===== config.mk =====
export PLATFORM = sky130hd
export DESIGN_NAME = exposure_status_and_monitor_mux
export DESIGN_NICKNAME = d
export VERILOG_FILES = /design/src/shared/expo_status_pkg.sv /design/src/rtl/exposure_status_and_monitor_mux.sv
export SDC_FILE = /design/constraint.sdc
export NUM_CORES = 1
export LEC_CHECK = 0
export ABC_AREA = 1
export BUFFER_PORTS_ARGS = -buffer_cell sky130_fd_sc_hd__buf_4
export CAP_MARGIN = 20
export CORE_ASPECT_RATIO = 0.5
export CORE_MARGIN = 2
export CORE_UTILIZATION = 48
export CTS_CLUSTER_SIZE = 14
export DETAILED_ROUTE_END_ITERATION = 10
export HOLD_SLACK_MARGIN = 0.15
export PLACE_DENSITY = 0.76
export SYNTH_ARGS = -nofsm -noshare
export SYNTH_HDL_FRONTEND = slang
export SYNTH_SLANG_ARGS = --single-unit

===== constraint.sdc =====
create_clock -name clk -period 1.35 [get_ports clk]
set_input_delay 0.0675 -clock clk [delete_from_list [all_inputs] [get_ports clk]]
set_output_delay 0.0675 -clock clk [all_outputs]
set_load 0.01 [all_outputs]

===== src/shared/expo_status_pkg.sv =====
package expo_status_pkg;

	// ----------------------------------------------------------
	// Register indices (byte address is four times the index)
	// ----------------------------------------------------------
	localparam int ADDR_W = 10;
	localparam logic [7:0] IDX_AEC_PIXEL_COUNT = 8'd184;
	localparam logic [7:0] IDX_AEC_AVERAGE_LEVEL = 8'd186;
	localparam logic [7:0] IDX_AEC_EXPOSURE_RESULT = 8'd187;
	localparam logic [7:0] IDX_AEC_GAIN_RESULT = 8'd188;
	localparam logic [7:0] IDX_PROBE_CTRL = 8'd192;
	localparam logic [7:0] IDX_GAIN_CTRL = 8'd204;
	localparam logic [7:0] IDX_SEQ_INTEGRATION_STEP = 8'd208;
	localparam logic [7:0] IDX_SEQ_ARRAY_CLEAR_LENGTH = 8'd209;
	localparam logic [7:0] IDX_SEQ_EXPOSURE_NOW = 8'd210;
	localparam logic [7:0] IDX_SEQ_TWO_KNEE_EXPOSURE = 8'd211;
	localparam logic [7:0] IDX_SEQ_THREE_KNEE_EXPOSURE = 8'd212;
	localparam logic [7:0] IDX_SEQ_ANALOG_GAIN_NOW = 8'd213;
	localparam logic [7:0] IDX_SEQ_DIGITAL_GAIN_AND_KNEES = 8'd214;

	// ----------------------------------------------------------
	// Field positions and reset values
	// ----------------------------------------------------------
	localparam int PROBE_SEL_LSB = 11;
	localparam int PROBE_SEL_MSB = 13;
	localparam int GAIN_LAT_COMP_BIT = 13;
	localparam int TWO_KNEE_BIT = 12;
	localparam int THREE_KNEE_BIT = 13;
	localparam logic [2:0] PROBE_SEL_RST = 3'h0;
	localparam logic GAIN_LAT_COMP_RST = 1'b0;

	// ----------------------------------------------------------
	// Probe selections
	// ----------------------------------------------------------
	typedef enum logic [2:0] {
		PROBE_OFF = 3'b000,
		PROBE_INT_ROT = 3'b001,
		PROBE_INT_KNEE = 3'b010,
		PROBE_XREAD_BLACK = 3'b011,
		PROBE_FRAME_ROTSTART = 3'b100,
		PROBE_FIRST_ROTSTART = 3'b101,
		PROBE_ROT_XREAD = 3'b110,
		PROBE_XREAD_SPLIT = 3'b111
	} probe_sel_e;

	// ----------------------------------------------------------
	// Carriers
	// ----------------------------------------------------------
	typedef struct packed {
		logic [15:0] pixel_count;
		logic [9:0] average;
		logic [15:0] exposure;
		logic [1:0] mux_gain;
		logic [1:0] afe_gain;
		logic [11:0] digital_gain;
	} aec_calc_s;

	typedef struct packed {
		logic [15:0] integration_step;
		logic [15:0] clear_length;
		logic [15:0] two_knee_exposure;
		logic [15:0] three_knee_exposure;
		logic two_knee_integration;
		logic three_knee_integration;
	} seq_cfg_s;

	typedef struct packed {
		logic frame_start;
		logic frame_end;
		logic integrating;
		logic row_overhead_time;
		logic frame_overhead_time;
		logic xread_start;
		logic black_line;
		logic first_line;
		logic rot_start;
	} seq_evt_s;

endpackage : expo_status_pkg


===== src/rtl/exposure_status_and_monitor_mux.sv =====
// Behaviour
// RULE1 - Exposure loop evaluates and applies new parameters only every second frame.
// RULE2 - With gain latency compensation set, gain lands with matching exposure.
// RULE3 - Loop status refreshes when new values are handed to sequencer.
// RULE4 - Sequencer status refreshes only when values take effect on image.
// RULE5 - Read-only 16-bit count of pixels used for loop statistics.
// RULE6 - Read-only 10-bit average illumination of current frame.
// RULE7 - Loop exposure and three gains latched at frame end.
// RULE8 - Report integration step and array clear length of current frame.
// RULE9 - Report current exposure and both knee exposures; knees not loop driven.
// RULE10 - Report current analog gains and digital gain of current frame.
// RULE11 - Report two-knee and three-knee enables of current frame.
// RULE12 - Two probe outputs chosen by three-bit field in register 192.
// RULE13 - Select 1: integration time and row overhead time.
// RULE14 - Select 2: integration time and knee frame overhead sequence.
// RULE15 - Select 3: horizontal readout start and black line level.
// RULE16 - Select 4: frame start, row overhead start; 5: first line, same.
// RULE17 - Select 6: row overhead, readout start; 7: black, image readout starts.
// RULE18 - Select 0 holds both probe outputs low.
module exposure_status_and_monitor_mux (
	// Clock and reset
	input wire logic clk,
	input wire logic rst_b,
	// APB slave
	input wire logic psel,
	input wire logic penable,
	input wire logic pwrite,
	input wire logic [expo_status_pkg::ADDR_W-1:0] paddr,
	input wire logic [31:0] pwdata,
	output logic [31:0] prdata,
	output logic pready,
	output logic pslverr,
	// Exposure loop and sequencer
	input wire expo_status_pkg::aec_calc_s aec_calc,
	input wire expo_status_pkg::seq_cfg_s seq_cfg,
	input wire expo_status_pkg::seq_evt_s seq_evt,
	// Probe pins
	output logic probe_out_zero,
	output logic probe_out_one
);
	import expo_status_pkg::*;

	// ----------------------------------------------------------
	// Control registers
	// ----------------------------------------------------------
	probe_sel_e probe_sel_q;
	logic gain_lat_comp_q;
	logic [7:0] idx;
	logic aligned;
	logic wr_take;

	assign idx = paddr[ADDR_W-1:2];
	assign aligned = (paddr[1:0] == 2'b00);
	assign wr_take = psel & penable & pready & pwrite;

	always_ff @(posedge clk) begin
		if (!rst_b) begin
			probe_sel_q <= PROBE_OFF;
			gain_lat_comp_q <= GAIN_LAT_COMP_RST;
		end else if (wr_take && aligned) begin
			// RULE12 probe select
			if (idx == IDX_PROBE_CTRL) begin
				probe_sel_q <= probe_sel_e'(
					pwdata[PROBE_SEL_MSB:PROBE_SEL_LSB]);
			end
			// RULE2 compensation enable
			if (idx == IDX_GAIN_CTRL) begin
				gain_lat_comp_q <= pwdata[GAIN_LAT_COMP_BIT];
			end
		end
	end

	// ----------------------------------------------------------
	// Frame pairing
	// ----------------------------------------------------------
	// Exposure needs a frame to settle, so only alternate frames
	logic eval_q;
	logic eval_end;

	assign eval_end = seq_evt.frame_end & eval_q;

	// RULE1 alternate frames
	always_ff @(posedge clk) begin
		if (!rst_b) begin
			eval_q <= 1'b0;
		end else if (seq_evt.frame_end) begin
			eval_q <= ~eval_q;
		end
	end

	// ----------------------------------------------------------
	// Loop status
	// ----------------------------------------------------------
	aec_calc_s aec_q;

	// RULE3 latch on handover
	always_ff @(posedge clk) begin
		if (!rst_b) begin
			aec_q <= '0;
		end else if (eval_end) begin
			// RULE5 RULE6 RULE7 frame end
			aec_q <= aec_calc;
		end
	end

	// ----------------------------------------------------------
	// Sequencer pipeline
	// ----------------------------------------------------------
	// Requests wait for frame starts; set beats clear on collision
	logic exp_pend_q;
	logic exp_wait_q;
	logic gain_pend_q;
	logic gain_wait_q;
	logic [15:0] exp_req_q;
	logic [1:0] mux_req_q;
	logic [1:0] afe_req_q;
	logic [11:0] dig_req_q;
	logic fs;

	assign fs = seq_evt.frame_start;

	always_ff @(posedge clk) begin
		if (!rst_b) begin
			exp_req_q <= '0;
			mux_req_q <= '0;
			afe_req_q <= '0;
			dig_req_q <= '0;
		end else if (eval_end) begin
			exp_req_q <= aec_calc.exposure;
			mux_req_q <= aec_calc.mux_gain;
			afe_req_q <= aec_calc.afe_gain;
			dig_req_q <= aec_calc.digital_gain;
		end
	end

	always_ff @(posedge clk) begin
		if (!rst_b) begin
			exp_pend_q <= 1'b0;
			exp_wait_q <= 1'b0;
		end else begin
			if (eval_end) begin
				exp_pend_q <= 1'b1;
			end else if (fs) begin
				exp_pend_q <= 1'b0;
			end
			if (fs) begin
				exp_wait_q <= exp_pend_q;
			end
		end
	end

	// RULE2 gain follows exposure
	always_ff @(posedge clk) begin
		if (!rst_b) begin
			gain_pend_q <= 1'b0;
			gain_wait_q <= 1'b0;
		end else begin
			if (eval_end) begin
				gain_pend_q <= 1'b1;
			end else if (fs) begin
				gain_pend_q <= 1'b0;
			end
			if (fs) begin
				gain_wait_q <= gain_pend_q & gain_lat_comp_q;
			end
		end
	end

	logic gain_apply;
	assign gain_apply = fs & (gain_lat_comp_q ? gain_wait_q :
		gain_pend_q);

	// ----------------------------------------------------------
	// Sequencer status
	// ----------------------------------------------------------
	logic [15:0] seq_exp_q;
	logic [4:0] seq_mux_q;
	logic [7:0] seq_afe_q;
	logic [11:0] seq_dig_q;
	seq_cfg_s seq_cfg_q;

	// RULE4 applied on image
	always_ff @(posedge clk) begin
		if (!rst_b) begin
			seq_exp_q <= '0;
		end else if (fs && exp_wait_q) begin
			// RULE9 current exposure
			seq_exp_q <= exp_req_q;
		end
	end

	// RULE10 current gains
	always_ff @(posedge clk) begin
		if (!rst_b) begin
			seq_mux_q <= '0;
			seq_afe_q <= '0;
			seq_dig_q <= '0;
		end else if (gain_apply) begin
			seq_mux_q <= {3'h0, mux_req_q};
			seq_afe_q <= {6'h00, afe_req_q};
			seq_dig_q <= dig_req_q;
		end
	end

	// RULE8 RULE9 RULE11 frame settings
	always_ff @(posedge clk) begin
		if (!rst_b) begin
			seq_cfg_q <= '0;
		end else if (fs) begin
			seq_cfg_q <= seq_cfg;
		end
	end

	// ----------------------------------------------------------
	// APB slave
	// ----------------------------------------------------------
	// One wait-free access cycle; data prepared in setup
	logic [31:0] rd_d;
	logic hit_d;

	always_comb begin
		rd_d = 32'h0000_0000;
		hit_d = aligned;
		unique case (idx)
			IDX_AEC_PIXEL_COUNT: rd_d[15:0] = aec_q.pixel_count;
			IDX_AEC_AVERAGE_LEVEL: rd_d[9:0] = aec_q.average;
			IDX_AEC_EXPOSURE_RESULT: rd_d[15:0] = aec_q.exposure;
			IDX_AEC_GAIN_RESULT: rd_d[15:0] = {aec_q.digital_gain,
				aec_q.afe_gain, aec_q.mux_gain};
			IDX_PROBE_CTRL:
				rd_d[PROBE_SEL_MSB:PROBE_SEL_LSB] = probe_sel_q;
			IDX_GAIN_CTRL: rd_d[GAIN_LAT_COMP_BIT] = gain_lat_comp_q;
			IDX_SEQ_INTEGRATION_STEP:
				rd_d[15:0] = seq_cfg_q.integration_step;
			IDX_SEQ_ARRAY_CLEAR_LENGTH:
				rd_d[15:0] = seq_cfg_q.clear_length;
			IDX_SEQ_EXPOSURE_NOW: rd_d[15:0] = seq_exp_q;
			IDX_SEQ_TWO_KNEE_EXPOSURE:
				rd_d[15:0] = seq_cfg_q.two_knee_exposure;
			IDX_SEQ_THREE_KNEE_EXPOSURE:
				rd_d[15:0] = seq_cfg_q.three_knee_exposure;
			IDX_SEQ_ANALOG_GAIN_NOW:
				rd_d[12:0] = {seq_afe_q, seq_mux_q};
			IDX_SEQ_DIGITAL_GAIN_AND_KNEES: begin
				rd_d[11:0] = seq_dig_q;
				rd_d[TWO_KNEE_BIT] = seq_cfg_q.two_knee_integration;
				rd_d[THREE_KNEE_BIT] =
					seq_cfg_q.three_knee_integration;
			end
			default: hit_d = 1'b0;
		endcase
	end

	always_ff @(posedge clk) begin
		if (!rst_b) begin
			pready <= 1'b0;
			pslverr <= 1'b0;
			prdata <= 32'h0000_0000;
		end else if (psel && !penable) begin
			pready <= 1'b1;
			pslverr <= ~hit_d;
			prdata <= (pwrite || !hit_d) ? 32'h0000_0000 : rd_d;
		end else begin
			pready <= 1'b0;
			pslverr <= 1'b0;
		end
	end

	// ----------------------------------------------------------
	// Probe outputs
	// ----------------------------------------------------------
	always_ff @(posedge clk) begin
		if (!rst_b) begin
			probe_out_zero <= 1'b0;
			probe_out_one <= 1'b0;
		end else begin
			unique case (probe_sel_q)
				// RULE18 idle low
				PROBE_OFF: begin
					probe_out_zero <= 1'b0;
					probe_out_one <= 1'b0;
				end
				// RULE13 integration, overhead
				PROBE_INT_ROT: begin
					probe_out_zero <= seq_evt.integrating;
					probe_out_one <= seq_evt.row_overhead_time;
				end
				// RULE14 integration, knee overhead
				PROBE_INT_KNEE: begin
					probe_out_zero <= seq_evt.integrating;
					probe_out_one <= seq_evt.frame_overhead_time &
						(seq_cfg_q.two_knee_integration |
						seq_cfg_q.three_knee_integration);
				end
				// RULE15 readout, black
				PROBE_XREAD_BLACK: begin
					probe_out_zero <= seq_evt.xread_start;
					probe_out_one <= seq_evt.black_line;
				end
				// RULE16 frame start
				PROBE_FRAME_ROTSTART: begin
					probe_out_zero <= seq_evt.frame_start;
					probe_out_one <= seq_evt.rot_start;
				end
				// RULE16 first line
				PROBE_FIRST_ROTSTART: begin
					probe_out_zero <= seq_evt.first_line;
					probe_out_one <= seq_evt.rot_start;
				end
				// RULE17 overhead, readout
				PROBE_ROT_XREAD: begin
					probe_out_zero <= seq_evt.row_overhead_time;
					probe_out_one <= seq_evt.xread_start;
				end
				// RULE17 split readout
				PROBE_XREAD_SPLIT: begin
					probe_out_zero <= seq_evt.xread_start &
						seq_evt.black_line;
					probe_out_one <= seq_evt.xread_start &
						~seq_evt.black_line;
				end
			endcase
		end
	end
endmodule : exposure_status_and_monitor_mux


==> impl_metrics.csv <==
group,metric,value,unit
status,status,"finished, final reports clean",
floorplanning,core,16700,um2
detailed_routing,dr_wl_met2,14400,um
worst_setup_path,critPathTopFamily,"simple AND/OR/NAND/NOR gates",
worst_setup_path,critPathCaptureType,"register",
clock_network,ctsLongestPathBuffers,2,
global_routing,grt-ovfl-total,0,
detailed_routing,drtPass1Iterations,6,
worst_setup_path,worstPathCellList,"nand3_1, o21ai_0, buf_4, nor2_2, nand3_1, nand2_1, nor2_1, nor2_1, nor2_1",
worst_setup_path,cpPeakStageDelay,330,ps
place,gp_congestion,0.961,
detailed_routing,wl_met1,13700,um
global_routing,track_usage,0.343,
worst_setup_path,cpMostUsedCell,"nor2_1",
floorplanning,die_width,190,um
synth,netlist_area,8330,um2
power,vdd_drop_max,0.864,mV
detailed_routing,num_vias,9591,
worst_setup_path,cp_num_buf_inv,1,
detailed_routing,ant_nets,0,
sta,fin_crit,1290,ps
worst_setup_path,crit_required,1680,ps
worst_setup_path,path_class,"reg -> reg",
sta,finalSetupViolations,0,
clock_network,clk_latency,440,ps
finish,syn2layout_area_growth,51.4,%
floorplanning,core.rowCount,33,
worst_setup_path,reg2reg_from,"seq_cfg_q[2]$_SDFFE_PN0P_",
detailed_routing,wire_per_inst,17.3,um
floorplanning,io_pins,216,
floorplanning,die_h,97.1,um
synth,seq_area_frac_synth,0.442,
sta,fin_skew,9.54,ps
synth,synth_cells,1234,
place,port_buffers,170,
sta,fin_crit_sh,0.953,
detailed_routing,drt_iter0_markers,786,
sta,max_freq,777,MHz
sta,finalHoldViolCount,0,
power,powerDensity,1010,nW/um2
finish,stdcell_area,12600,um2
sta,rsz0062_at_grt,"yes",
place,dp_hpwl,21400,um
worst_setup_path,r2r_slack,60,ps
worst_setup_path,slowest_stage,"dfxtp_1",
place,placed_cell_area,10300,um2
detailed_routing,viasPerCell,5.23,
detailed_routing,wl,31700,um
detailed_routing,wl_met3,2860,um
sta,hold_slack,172,ps
synth,synthDistinctLibCells,30,
min_path,whs_endpoint,"seq_cfg_q[9]$_SDFFE_PN0P_",
clock_network,htreeDepth,4,
clock_network,clock_sinks,184,
floorplanning,die-area,18500,um2
detailed_routing,topRoutingLayerUsed,"met4",
place,pre_cts_ws,-615,ps
sta,fin_ws,63.1,ps
worst_setup_path,reg2reg_depth,9,
global_routing,grt_pass1_wl,48700,um
global_routing,grt_antenna_before_repair,1,
floorplanning,initial_core_util,0.499,
synth,synth-seq-cells,184,
power,p_leak,5.52,nW
place,dp_cells,1651,
power,power,12.8,mW
run,drv_cap,0,
worst_setup_path,critical_path.max_fanout,2,
synth,yosysWarnings,0,
sta,drv_slew,0,
finish,drive_gt1_frac,0.217,
worst_setup_path,cp_data_arrival_time,1610,ps
clock_network,clkTransAtPathRegs,70,ps
worst_setup_path,cp-start-kind,"register",
synth,syn_avg_cell_area,6.75,um2
finish,layout.cells.non_filler,1834,
min_path,whs_path_depth,4,
clock_network,cts_inserted_buffers,17,
min_path,hold_class,"in -> reg",
clock_network,cts-root-buf,"clkbuf_16",
detailed_routing,route.detailed.drc,0,
global_routing,grt_max_degree,87,
worst_setup_path,r2r-end,"prdata[0]$_SDFFE_PN0P_",
clock_network,cts_tree,"done",
min_path,worstHoldStart,"rst_b",
finish,finalNetCount,1773,
global_routing,grt_pass1_vias,9321,
tightest hold or removal path: stages:
cell and delay, ps:
buf_4 160, buf_12 180, o21ai_0 100, a21oi_1 40
synthesized netlist by cell type:
cell	n	share of area
a41oi_1	2	0.0021
nor2_1	339	0.15
conb_1	1	0.00045
o21ai_1	1	0.00060
a211oi_1	1	0.00090
nand2_2	5	0.0038
nand4_1	5	0.0038
a21oi_1	67	0.040
buf_6	1	0.0014
o211ai_1	1	0.00090
nand3_1	116	0.070
mux2_1	1	0.0014
clkinv_1	2	0.00090
and3_1	2	0.0015
o21ai_0	197	0.12
buf_1	1	0.00045
inv_2	4	0.0018
buf_2	14	0.0084
dfxtp_1	184	0.44
buf_4	20	0.018
clkbuf_1	53	0.024
nor2_4	4	0.0054
a21boi_0	1	0.00090
inv_1	89	0.040
nand3_2	2	0.0024
nor2_2	5	0.0038
nand3b_1	1	0.00090
a31oi_1	1	0.00075
nand2_1	113	0.051
o2111ai_1	1	0.0011
how the worst max path moves through the flow:
stage / startpoint / to / depth (start not counted)
floorplan: gain_lat_comp_q$_SDFFE_PN0P_ / seq_dig_q[10]$_SDFFE_PN0P_ / 5
global placement: paddr[8] / prdata[14]$_SDFFE_PN0P_ / 13
detailed placement: paddr[8] / prdata[14]$_SDFFE_PN0P_ / 13
CTS: seq_cfg_q[7]$_SDFFE_PN0P_ / prdata[5]$_SDFFE_PN0P_ / 9
finish: seq_cfg_q[2]$_SDFFE_PN0P_ / prdata[0]$_SDFFE_PN0P_ / 9
global route: probe_sel_q[2]$_SDFFE_PN0P_ / probe_out_one$_SDFF_PN0_ / 4
metrics by stage:
stage                      util  setup TNS, ps
after detailed placement  0.620          -6990
after CTS                 0.744              0
after floorplan               -              0
final                     0.756              0
after global placement    0.620          -6400
after global routing      0.756           -146
power breakdown:
| group | switching, mW | total, mW | internal, mW | leakage [nW] |
|---|---|---|---|---|
| registers | 0.158 | 5.86 | 5.70 | 1.51 |
| clock network | 2.47 | 5.16 | 2.69 | 0.289 |
| logic | 0.839 | 1.74 | 0.898 | 3.72 |
flip-flops by register name, indices dropped and copies added (netlist names), 2 cells and up:
name	cells
probe_sel_q	3
seq_dig_q	12
afe_req_q	2
dig_req_q	12
seq_mux_q	2
mux_req_q	2
seq_cfg_q	66
aec_q	26
seq_afe_q	2
seq_exp_q	16
exp_req_q	16
prdata	16
metal layers:
metal	up-vias	GRT usage
met3	64	0.0737
met4	0	0.101
met5	-	0
li1	4671	-
met1	4421	0.453
met2	435	0.566
placed cells by master, fill, tap and decap left out, types with 3 or more instances in the layout:
cell type	instances
nor2_1	327
buf_4	251
o21ai_0	184
dfxtp_1	182
dlygate4sd3_1	146
nand3_1	115
nand2_1	107
inv_1	87
a21oi_1	66
clkbuf_16	19
conb_1	16
nor2_2	14
o21ai_1	11
buf_12	11
nand2_2	9
nor2_4	7
inv_2	6
nand4_1	5
inv_6	4
o21ai_2	3
inv_8	3
buf_6	3
what timing repair did:
action | in CTS | in global routing
endpoints found under the hold margin | 139 | 0
pin swaps | 0 | 6
setup endpoints to repair | 18 | 36
setup buffers | 0 | 1
resized for setup | 3 | 52
gates cloned | 0 | 3
hold buffers | 146 | 0
logic make-up after synthesis:
family | after synthesis | synth area share
other | 1 | 0.000450
AOI/OAI and AO/OA | 272 | 0.166
and+or+nand+nor | 592 | 0.295
DFF | 184 | 0.442
muxes | 1 | 0.00135
buffers and inverters | 184 | 0.0950
area by class of cell:
| type | count | area (um2) |
|---|---|---|
| Multi-Input combinational cell | 882 | 4030 |
| Sequential cell | 184 | 3690 |
| Fill cell | 1291 | 4070 |
| Clock buffer | 18 | 439 |
| Tap cell | 227 | 284 |
| Timing Repair Buffer | 413 | 3650 |
| Antenna cell | 1 | 2.50 |
| Clock inverter | 14 | 160 |
| Inverter | 95 | 357 |
No activity file was read; power rests on OpenSTA's default activity.
